## src/hdl/tmz_regs.vh

```
`ifndef TMZ_REGS_VH
`define TMZ_REGS_VH

////////////////////////////////////////////////////////////////////////////////
// Register indices on the Avalon word address
`define TMZ_ADDR_W          3
`define TMZ_IDX_TIMER       3'h1
`define TMZ_IDX_OPTION      3'h2
`define TMZ_IDX_DIRECTION   3'h3
`define TMZ_IDX_WDCLEAR     3'h4

////////////////////////////////////////////////////////////////////////////////
// Option register field positions
`define TMZ_OPT_WAKE_DIS    7
`define TMZ_OPT_PULLUP_DIS  6
`define TMZ_OPT_CLK_SRC     5
`define TMZ_OPT_EDGE        4
`define TMZ_OPT_ASSIGN      3
`define TMZ_OPT_RATIO_HI    2
`define TMZ_OPT_RATIO_LO    0

////////////////////////////////////////////////////////////////////////////////
// Reset values
`define TMZ_RST_TIMER       8'h00
`define TMZ_RST_OPTION      8'hFF
`define TMZ_RST_DIRECTION   6'h3F
`define TMZ_RST_DIVIDER     8'h00

////////////////////////////////////////////////////////////////////////////////
// Quarter phases of the instruction cycle, one oscillator period each
`define TMZ_PH_Q1           2'h0
`define TMZ_PH_Q2           2'h1
`define TMZ_PH_Q3           2'h2
`define TMZ_PH_Q4           2'h3

////////////////////////////////////////////////////////////////////////////////
// Timing counts
`define TMZ_INHIBIT_CYCLES  2'h2
`define TMZ_TOSC_NS         4

`endif

```

## src/hdl/tmz_divider.v

```verilog
`timescale 1ns/10ps
`include "tmz_regs.vh"

// Shared 8-bit divider: prescaler for the timer or postscaler for the watchdog
module tmz_divider #(
	parameter WIDTH = 8	// Divider length
) (
	// Clock and control
	input  wire             mclk,
	input  wire             nrst,
	input  wire             ce,
	// Count control
	input  wire             clear,		// Zero the count
	input  wire             step,		// Advance by one
	input  wire [2:0]       ratio,		// Selected tap
	// Divided output
	output wire             tap			// Selected count bit
);

	reg  [WIDTH-1:0]        cnt_reg;	// Hidden divider count
	reg  [WIDTH-1:0]        cnt_next;	// Next count

	////////////////////////////////////////////////////////////////////////////
	// Clear has priority over a step; nothing can load a value
	always @* begin
		cnt_next = cnt_reg;
		if (clear) begin
			cnt_next = `TMZ_RST_DIVIDER;
		end else if (step) begin
			cnt_next = cnt_reg + {{(WIDTH-1){1'b0}}, 1'b1};
		end
	end

	// Count register, zero at reset
	always @(posedge mclk) begin
		if (!nrst) begin
			cnt_reg <= `TMZ_RST_DIVIDER;
		end else if (ce) begin
			cnt_reg <= cnt_next;
		end
	end

	// Tap n toggles every 2^n steps, so it divides by 2^(n+1)
	assign tap = cnt_reg[ratio];

endmodule // tmz_divider

```

## src/hdl/tmz_phase_sampler.v

```verilog
`timescale 1ns/10ps
`include "tmz_regs.vh"

// Samples a level at Q2 and Q4 and flags a low-to-high change
module tmz_phase_sampler (
	// Clock and control
	input  wire             mclk,
	input  wire             nrst,
	input  wire             ce,
	// Phase and level
	input  wire [1:0]       phase,		// Current quarter phase
	input  wire             level,		// Level to be sampled
	// Result
	output reg              rise		// One-cycle pulse on a rising sample
);

	reg                     samp_reg;	// Last sampled level
	wire                    samp_now;	// This is a sampling phase

	// Only Q2 and Q4 are sampling points
	assign samp_now = (phase == `TMZ_PH_Q2) || (phase == `TMZ_PH_Q4);

	////////////////////////////////////////////////////////////////////////////
	// Keep the sample and mark a 0 to 1 step between two samples
	always @(posedge mclk) begin
		if (!nrst) begin
			// Start high so a level already up at reset is not a false edge
			samp_reg <= 1'b1;
			rise     <= 1'b0;
		end else if (ce) begin
			rise <= 1'b0;
			if (samp_now) begin
				samp_reg <= level;
				rise     <= level & ~samp_reg;
			end
		end
	end

endmodule // tmz_phase_sampler

```

## src/hdl/tmz_timer0.v

```verilog
// Register access over Avalon-MM is this design's own decision.
`timescale 1ns/10ps
`include "tmz_regs.vh"

// Contract
// - Clock select clear: count instruction cycles
// - Counter write blocks increments two cycles
// - Clock select set: count external pin edges
// - Edge bit: clear rising, set falling
// - Divider serves timer or watchdog, never both
// - Timer divider ratios 1:2 through 1:256
// - Divider count unreadable and not loadable
// - Counter write clears divider when timer-assigned
// - Watchdog clear zeroes divider when watchdog-assigned
// - Reset forces divider to zero
// - Divider output sampled at Q2, Q4
// - Divider runs ahead of phase synchronisation
// - Pin change to increment three to seven
// - Shared divider is eight bits wide
// - Counter: 8-bit read/write register at 01h
// - External clock select overrides pin direction
module tmz_timer0 #(
	parameter CNT_PIN = 3'h2	// Port bit shared with the counter clock input
) (
	// Clock, reset and enable
	input  wire             mclk,
	input  wire             nrst,
	input  wire             ce,
	// Avalon-MM slave
	input  wire [2:0]       avs_address,
	input  wire             avs_read,
	input  wire             avs_write,
	input  wire [31:0]      avs_writedata,
	output reg  [31:0]      avs_readdata,
	output wire             avs_waitrequest,
	// Counter clock pin
	input  wire             counter_clock_input,
	// Watchdog side
	input  wire             wdt_tick,
	output reg              watchdog_clear_instruction,
	output reg              wdt_timeout,
	// Option and port control outputs
	output wire             pin_wake_disable,
	output wire             pullup_disable,
	output wire [5:0]       port_direction_bits,
	// Timer state
	output wire [7:0]       timer_value,
	output reg              timer_overflow
);

	////////////////////////////////////////////////////////////////////////////
	// Declarations
	reg  [1:0]              phase_reg;			// Quarter phase Q1..Q4
	reg  [7:0]              timer_count_reg;	// Software-visible counter
	reg  [7:0]              timer_count_next;	// Next counter value
	reg  [7:0]              option_control_reg;	// Write-only options
	reg  [5:0]              port_direction_reg;	// Write-only direction bits
	reg  [1:0]              inhibit_reg;		// Suppressed cycles left
	reg  [1:0]              inhibit_next;		// Next inhibit count
	reg                     pin_meta_reg;		// Pin synchroniser stage one
	reg                     pin_sync_reg;		// Pin synchroniser stage two
	reg                     sel_prev_reg;		// Selected pin level, last cycle
	reg                     rd_done_reg;		// Read answer ready
	reg                     wd_tap_prev_reg;	// Watchdog tap, last cycle
	wire                    q4;					// Last quarter of a cycle
	wire                    wr_take;			// Write accepted this cycle
	wire                    wr_timer;			// Counter register write
	wire                    wr_option;			// Option register write
	wire                    wr_dir;				// Direction register write
	wire                    wr_wdclr;			// Watchdog clear command
	wire                    clk_src;			// External clock selected
	wire                    edge_fall;			// Falling edge selected
	wire                    to_watchdog;		// Divider serves watchdog
	wire [2:0]              ratio;				// Divider tap select
	wire                    pin_sel;			// Pin level, edge-adjusted
	wire                    pin_edge;			// Counting edge on the pin
	wire                    inst_level;			// Instruction clock level
	wire                    raw_level;			// Undivided source level
	reg                     div_step;			// Divider advance
	wire                    div_clear;			// Divider clear
	wire                    div_tap;			// Divider selected output
	wire                    samp_level;			// Level fed to the sampler
	wire                    samp_rise;			// Synchronised source edge
	wire                    inc_ok;				// Increment allowed

	////////////////////////////////////////////////////////////////////////////
	// Option field decode
	assign clk_src     = option_control_reg[`TMZ_OPT_CLK_SRC];
	assign edge_fall   = option_control_reg[`TMZ_OPT_EDGE];
	assign to_watchdog = option_control_reg[`TMZ_OPT_ASSIGN];
	assign ratio       = option_control_reg[`TMZ_OPT_RATIO_HI:`TMZ_OPT_RATIO_LO];

	assign pin_wake_disable = option_control_reg[`TMZ_OPT_WAKE_DIS];
	assign pullup_disable   = option_control_reg[`TMZ_OPT_PULLUP_DIS];

	////////////////////////////////////////////////////////////////////////////
	// Quarter phase generator, one oscillator period per phase
	always @(posedge mclk) begin
		if (!nrst) begin
			phase_reg <= `TMZ_PH_Q1;
		end else if (ce) begin
			phase_reg <= phase_reg + 2'h1;
		end
	end

	assign q4 = (phase_reg == `TMZ_PH_Q4);

	////////////////////////////////////////////////////////////////////////////
	// Bus decode; writes complete at the end of an instruction cycle
	assign wr_take   = ce & avs_write & q4;
	assign wr_timer  = wr_take & (avs_address == `TMZ_IDX_TIMER);
	assign wr_option = wr_take & (avs_address == `TMZ_IDX_OPTION);
	assign wr_dir    = wr_take & (avs_address == `TMZ_IDX_DIRECTION);
	assign wr_wdclr  = wr_take & (avs_address == `TMZ_IDX_WDCLEAR);

	// Stall writes until Q4, reads until the answer is registered
	assign avs_waitrequest = (avs_write & ~wr_take) | (avs_read & ~rd_done_reg);

	////////////////////////////////////////////////////////////////////////////
	// Read path; the divider count has no address and reads nowhere
	always @(posedge mclk) begin
		if (!nrst) begin
			rd_done_reg  <= 1'b0;
			avs_readdata <= 32'h00000000;
		end else if (ce) begin
			rd_done_reg <= avs_read & ~rd_done_reg;
			if (avs_read & ~rd_done_reg) begin
				// Only the counter reads back; others read as zero
				if (avs_address == `TMZ_IDX_TIMER) begin
					avs_readdata <= {24'h000000, timer_count_reg};
				end else begin
					avs_readdata <= 32'h00000000;
				end
			end
		end
	end

	////////////////////////////////////////////////////////////////////////////
	// Option and direction registers
	always @(posedge mclk) begin
		if (!nrst) begin
			option_control_reg <= `TMZ_RST_OPTION;
			port_direction_reg <= `TMZ_RST_DIRECTION;
		end else if (ce) begin
			if (wr_option) begin
				option_control_reg <= avs_writedata[7:0];
			end
			if (wr_dir) begin
				port_direction_reg <= avs_writedata[5:0];
			end
		end
	end

	// Counter clock function forces its pin to input
	genvar gi;
	generate
		for (gi = 0; gi < 6; gi = gi + 1) begin : g_dir
			if (gi == CNT_PIN) begin : g_force
				assign port_direction_bits[gi] = port_direction_reg[gi] | clk_src;
			end else begin : g_plain
				assign port_direction_bits[gi] = port_direction_reg[gi];
			end
		end
	endgenerate

	////////////////////////////////////////////////////////////////////////////
	// Pin synchroniser and counting-edge detector
	always @(posedge mclk) begin
		if (!nrst) begin
			pin_meta_reg <= 1'b0;
			pin_sync_reg <= 1'b0;
			// Idle pin with falling edge selected reads high: no false edge
			sel_prev_reg <= 1'b1;
		end else if (ce) begin
			pin_meta_reg <= counter_clock_input;
			pin_sync_reg <= pin_meta_reg;
			sel_prev_reg <= pin_sel;
		end
	end

	// Inverting the pin turns a falling edge into a rising one
	assign pin_sel  = pin_sync_reg ^ edge_fall;
	assign pin_edge = pin_sel & ~sel_prev_reg;

	// Instruction clock is high in Q3 and Q4
	assign inst_level = phase_reg[1];
	assign raw_level  = clk_src ? pin_sel : inst_level;

	////////////////////////////////////////////////////////////////////////////
	// Divider source and clears
	always @* begin
		div_step = 1'b0;
		if (to_watchdog) begin
			div_step = wdt_tick;
		end else if (clk_src) begin
			div_step = pin_edge;
		end else begin
			div_step = q4;
		end
	end

	assign div_clear = (wr_timer & ~to_watchdog) | (wr_wdclr & to_watchdog);

	tmz_divider #(
		.WIDTH (8)
	) u_divider (
		.mclk  (mclk),
		.nrst  (nrst),
		.ce    (ce),
		.clear (div_clear),
		.step  (div_step),
		.ratio (ratio),
		.tap   (div_tap)
	);

	// Timer sees the divider only while it owns it
	assign samp_level = to_watchdog ? raw_level : div_tap;

	tmz_phase_sampler u_sampler (
		.mclk  (mclk),
		.nrst  (nrst),
		.ce    (ce),
		.phase (phase_reg),
		.level (samp_level),
		.rise  (samp_rise)
	);

	////////////////////////////////////////////////////////////////////////////
	// Inhibit window after a counter write
	always @* begin
		inhibit_next = inhibit_reg;
		if (wr_timer) begin
			inhibit_next = `TMZ_INHIBIT_CYCLES;
		end else if (q4 && (inhibit_reg != 2'h0)) begin
			inhibit_next = inhibit_reg - 2'h1;
		end
	end

	assign inc_ok = samp_rise & (inhibit_reg == 2'h0);

	////////////////////////////////////////////////////////////////////////////
	// Counter next value; a write wins over an increment
	always @* begin
		timer_count_next = timer_count_reg;
		if (wr_timer) begin
			timer_count_next = avs_writedata[7:0];
		end else if (inc_ok) begin
			timer_count_next = timer_count_reg + 8'h01;
		end
	end

	// Counter, inhibit and overflow flag
	always @(posedge mclk) begin
		if (!nrst) begin
			timer_count_reg <= `TMZ_RST_TIMER;
			inhibit_reg     <= 2'h0;
			timer_overflow  <= 1'b0;
		end else if (ce) begin
			timer_count_reg <= timer_count_next;
			inhibit_reg     <= inhibit_next;
			timer_overflow  <= ~wr_timer & inc_ok & (timer_count_reg == 8'hFF);
		end
	end

	assign timer_value = timer_count_reg;

	////////////////////////////////////////////////////////////////////////////
	// Watchdog postscaler output and clear strobe
	always @(posedge mclk) begin
		if (!nrst) begin
			wd_tap_prev_reg            <= 1'b0;
			wdt_timeout                <= 1'b0;
			watchdog_clear_instruction <= 1'b0;
		end else if (ce) begin
			wd_tap_prev_reg            <= div_tap;
			watchdog_clear_instruction <= wr_wdclr;
			if (to_watchdog) begin
				// Falling tap ends one full postscaled period
				wdt_timeout <= wd_tap_prev_reg & ~div_tap & ~div_clear;
			end else begin
				// Undivided watchdog tick when the timer owns the divider
				wdt_timeout <= wdt_tick;
			end
		end
	end

endmodule // tmz_timer0

```

## config.mk

```make
export PLATFORM = sky130hd
export DESIGN_NAME = tmz_timer0
export DESIGN_NICKNAME = d
export VERILOG_FILES = /design/src/hdl/tmz_divider.v /design/src/hdl/tmz_phase_sampler.v /design/src/hdl/tmz_timer0.v
export VERILOG_INCLUDE_DIRS = /design/src /design/src/hdl
export SDC_FILE = /design/constraint.sdc
export NUM_CORES = 1
export LEC_CHECK = 0
export BUFFER_PORTS_ARGS = -buffer_cell sky130_fd_sc_hd__buf_2
export CAP_MARGIN = 10
export CORE_MARGIN = 1
export CORE_UTILIZATION = 25
export CTS_CLUSTER_DIAMETER = 200
export CTS_CLUSTER_SIZE = 14
export DETAILED_ROUTE_END_ITERATION = 8
export GPL_TIMING_DRIVEN = 1
export MAX_ROUTING_LAYER = met4
export SYNTH_ARGS = -nofsm -noshare
export SYNTH_HDL_FRONTEND = slang
export SYNTH_HIERARCHICAL = 1
export SYNTH_SLANG_ARGS = --single-unit
```

## constraint.sdc

```tcl
create_clock -name mclk -period 5 [get_ports mclk]
set_input_delay 0 -clock mclk [delete_from_list [all_inputs] [get_ports mclk]]
set_output_delay 0 -clock mclk [all_outputs]
set_load 0.02 [all_outputs]
```

* Word level (Yosys, flattened, before mapping)
Cells that the tools add are included.
Word-level totals: flip-flop bits (word level) 76, bits in latches 0, memory bits (writable) 0, bits in read-only memories 0, bits of input ports 42, output and inout port bits 52, logic and storage cells 87, memories 0
Cells by class: $add $sub $neg 4, multipliers 0, div/mod/pow operators 0, order comparisons 1, equality and inequality tests 7, shifts and indexed selects 0, multiplexer cells 15, bitwise operators 29, reduce and logical (&&, ||, !) cells 14
Operator list (number):
- 8-bit two-way mux | 5
- 1-bit bitwise AND | 17
- 8-bit by 1-bit adder with 8-bit output, second input constant | 2
- 2-bit AND reduction | 7
- 8-bit == test, second input constant | 1
- 1-bit NOT | 8
- 2-bit nonzero test | 4
- 1-bit two-way mux | 7
- 3-bit by 2-bit == test with 1-bit output, second input constant | 2
- 3-bit by 4-bit less-than comparator with 1-bit output, second input constant | 1
- 2-bit two-way mux | 2
- 1-bit binary-select mux with 3-bit select | 1
- 3-bit by 1-bit == test with 1-bit output, second input constant | 1
- 3-bit == test, second input constant | 1
- 1-bit OR | 3
- 2-bit by 1-bit adder with 2-bit output, second input constant | 1
- 2-bit by 1-bit == test with 1-bit output, second input constant | 1
- 2-bit == test, second input constant | 1
- 2-bit logical NOT | 1
- 2-bit by 1-bit subtractor with 2-bit output, second input constant | 1
- 1-bit logical AND | 1
- 1-bit logical OR | 1
- 1-bit XOR | 1

* Longest topological paths before layout
word-level depth 8, gate-level depth with buffers 9, depth with buffers taken out 7

* Hierarchy
Netlist, hierarchy kept.
By module, submodules not included:
- tmz_timer0 | instances 1, cells each 232, area an instance 2109.5 sq um, seq. area each 840.8 sq um
- tmz_divider | instances 1, cells each 47, area an instance 445.4 sq um, seq. area each 160.2 sq um
- tmz_phase_sampler | instances 1, cells each 8, area an instance 85.1 sq um, seq. area each 40.0 sq um

* Worst setup path after synthesis
No wires, ideal clock.
path kind reg2reg, start point reg phase_reg[0], end point reg u_divider.cnt_reg[6], setup time 0.070 ns, data arrival time 2.541 ns, data required time 4.930 ns, setup slack 2.389 ns, cell stages (with the launch flop) 8, buffers on the path 0, clock period less this slack 2.611 ns, cell sequence dfxtp_1 > ha_1 > nand3_1 > or4b_2 > mux2i_1 > o211ai_4 > or4_1 > a21oi_1
Between the ends: cells in the longest elaborated chain, start to end 7, elaborated cells on any way between the ends 12, classes of those cells 1 x eq/ne; 3 x mux; 6 x bitwise; 2 x reduce/logical
Ends and longest elaborated chain:
- from (decl) | line tmz_timer0.v:53 | reg [1:0] phase_reg;
- from (signal assigned) | line tmz_timer0.v:100 | phase_reg <= `TMZ_PH_Q1;
- from (signal assigned) | line tmz_timer0.v:102 | phase_reg <= phase_reg + 2'h1;
- 2-bit == test (no line) (*)
- 1-bit bitwise AND (*) | line tmz_timer0.v:110 | assign wr_take = ce & avs_write & q4;
- 1-bit bitwise AND, on equally long branches | line tmz_timer0.v:111, tmz_timer0.v:114
- 1-bit bitwise AND | line tmz_timer0.v:202 | assign div_clear = (wr_timer & ~to_watchdog) | (wr_wdclr & to_watchdog);
- 1-bit OR (*) | line tmz_timer0.v:202
- net div_clear | line tmz_timer0.v:80 | wire div_clear;
- 2-bit nonzero test (no line)
- 2-bit AND reduction (no line)
- to (signal assigned) | line tmz_divider.v:37 | cnt_reg <= `TMZ_RST_DIVIDER;
- to (signal assigned) | line tmz_divider.v:39 | cnt_reg <= cnt_next;
- to (decl) | line tmz_divider.v:20 | reg [WIDTH-1:0] cnt_reg;
Mark *: on every way through the listed nets, which the timed path passes. The rest lies on a longest branch. A chain may end at the register's enable or synchronous reset.

* Worst setup path after layout
Same ends and word-level chain as after synthesis.

==> reports/qor.csv <==
stage,metric,value,unit
cts,clk_latency,0.30,ns
sta,finalHoldWorstSlack,0.0908,ns
run_status,status,completed,
route,wl_per_cell,12.0,um
worst_setup_path,crit_path_start_kind,flop,
run,maxCapViolCount,0,
cts,cts_hold_buf,10,
worst_setup_path,crit_fanout,10,
synth,syn-cell-area,0.00264,mm2
cts,cts_root_buffer,clkbuf_8,
sta,rsz0062_at_grt,false,
global_routing,overflow,0,
layout,drive_gt1_frac,0.210,
layout,final_area,0.00307,mm2
layout,fillers,1089,
cts,cts_tree,yes,
floorplan,die_h,105,um
route,ant_nets,0,
route,routed_wl,5.64,mm
power,powerDensity,252,mW/mm2
power,p_leak,1.24,nW
cts,cts_setup_buffers,0,
cts,numCtsBuffers,5,
floorplan,die-area,0.0110,mm2
placement,postPlaceCellArea,0.00287,mm2
sta,slew_headroom,0.482,
sta,drv_slew,0,
floorplan,ios,94,
sta,max_freq,327,MHz
route,drt-initial-drc-count,121,
route,drc_errors,0,
global_routing,grt_pass1_wl,9.44,mm
synth,ys_top_cells_by_area,"dfxtp_1 (39%), buf_4 (8.2%), mux2i_1 (8.0%)",
worst_setup_path,critPathCaptureType,flop,
placement,dp_hpwl,4.08,mm
layout,fin_cells,469,
route,via_per_inst,4.47,
layout,syn_to_final_growth,16.4,%
sta,skew,0.00346,ns
global_routing,grtUsageTotal,0.109,
synth,synth_flop_cell,dfxtp_1,
global_routing,grt_pass1_vias,1949,
sta,setup_viol,0,
sta,setup_tns,0,ns
cts,cts_resized,0,
placement,place.gp.congestion,0.740,
synth,syn-instance-count,287,
min_path,worstHoldPathCells,3,
synth,ys_seq_area_frac,0.394,
synth,ys_ff_latch,52,
power,total_power,0.774,mW
global_routing,antenna_found_initial,0,
worst_setup_path,path_class,reg -> reg,
sta,hold_violations,0,
synth,synth_edf_count,0,
sta,layout_min_cycle_time,3.06,ns
floorplan,start_util,0.257,
cts,h-tree-depth,2,
cts,path_clk_slew,0.09,ns
floorplan,fp.dieW,105,um
layout,antenna_cells,0,
worst_setup_path,arrival,3.29,ns
cts,cts_buffer_depth,2,
global_routing,grt_max_degree,51,
route,via_count,2096,
floorplan,row_count,37,
synth,synthDistinctLibCells,50,
synth,yosys.area.top_type,dfxtp_1,
placement,dp_cells,451,
cts,clkSinkCount,52,
floorplan,fp.coreArea,0.0103,mm2
synth,synth_warnings,6,
worst_setup_path,required,5.23,ns
sta,tightest_slew,0.776,ns
synth,async_flop_share,0,
synth,syn_avg_cell_area,9.20,um2
layout,nets,378,
worst_setup_path,r2r_cells,7,
placement,port_buffers,45,
route,first_pass_iters,4,
synth,yosysTopAreaCellShare,0.394,
sta,period_share,0.612,
min_path,hold_path.class,in -> reg,
power,ir_drop,0.106,mV
-- layout by cell type, fill, tap and decap left out, types with 10 or more instances in the layout --
master / Yosys / routed
dfxtp_1: 52 / 52
conb_1: 1 / 24
nor2b_1: 13 / 13
dlygate4sd3_1: 0 / 10
mux2i_1: 21 / 21
a21oi_1: 12 / 12
nor2_1: 10 / 10
buf_2: 2 / 45
o21ai_0: 14 / 14
nand2_1: 29 / 29
-- final timing paths --
| check | from | slack (ns) | endpoint |
|---|---|---|---|
| min | avs_address[1] | 0.09 | watchdog_clear_instruction |
| min reg2reg | port_direction_reg[1] | 0.48 | port_direction_reg[1] |
| max | phase_reg[0] | 1.94 | u_divider/cnt_reg[6] |
| max reg2reg | phase_reg[0] | 1.94 | u_divider/cnt_reg[6] |
-- worst max-delay path: stages (launching register included) --
cell and delay (ns):
dfxtp_1 0.42, ha_1 0.25, nand3_1 0.20, or4b_2 0.76
mux2i_1 0.48, o211ai_4 0.20, or4_1 0.53, a21oi_1 0.15
-- Yosys cell counts, types with 3 or more instances --
| library cell | count |
|---|---|
| nand3_1 | 6 |
| nor2b_1 | 13 |
| mux2i_1 | 21 |
| buf_4 | 29 |
| xor2_1 | 4 |
| nor2_1 | 10 |
| clkbuf_1 | 10 |
| o21ai_0 | 14 |
| nor3_1 | 3 |
| a21oi_1 | 12 |
| or3_2 | 3 |
| dfxtp_1 | 52 |
| a21boi_0 | 5 |
| nand2_1 | 29 |
| xnor2_1 | 4 |
| inv_1 | 5 |
| nand4_1 | 6 |
| ha_1 | 4 |
| a22oi_1 | 9 |
| and2_1 | 3 |
| nand2b_1 | 6 |
-- routing by layer --
layer  share of wire  vias to the layer above  wire [um]  global-route usage
li1                -                     1045          -                   -
met1            0.46                      990       2600               0.135
met2            0.49                       54       2740               0.181
met3           0.045                        7        256              0.0262
met4          0.0067                        0         38              0.0211
met5               0                        -          0                   -
-- cells by family after synthesis --
kind of cell             after synthesis  share of synthesized area
XOR/XNOR                               8                     0.0265
multiplexers                          26                      0.111
other                                  1                    0.00142
AND/OR/NAND/NOR                       97                      0.205
adder cells (fa/ha/maj)                4                     0.0190
buffers and inverters                 47                      0.112
AO/OA/AOI/OAI                         52                      0.131
flip-flops                            52                      0.394
-- power breakdown --
| group | total [mW] | internal, mW | switching (mW) | leakage, nW |
|---|---|---|---|---|
| combinational | 0.0668 | 0.0235 | 0.0433 | 0.768 |
| sequential | 0.423 | 0.418 | 0.00449 | 0.421 |
| clock | 0.284 | 0.149 | 0.136 | 0.0552 |
| total | 0.774 | 0.591 | 0.184 | 1.24 |
-- metrics by stage --
stage	util	setup slack (ns)
2_1_floorplan	-	2.39
3_3_place_gp	0.279	1.99
3_5_place_dp	0.279	1.93
4_1_cts	0.299	1.90
5_1_grt	0.299	1.71
6_report	0.299	1.94
-- layout make-up --
cell class / instances / area, um2 / area share
multi-input cells: 211 / 1400 / 0.454
well taps: 136 / 170 / 0.0554
clock buffers: 6 / 72.6 / 0.0236
flip-flops and latches: 52 / 1040 / 0.339
inverters: 5 / 18.8 / 0.00611
clock inverters: 2 / 35.0 / 0.0114
repair buffers: 57 / 340 / 0.111
Note: power is estimated with default switching activity, not from simulation.
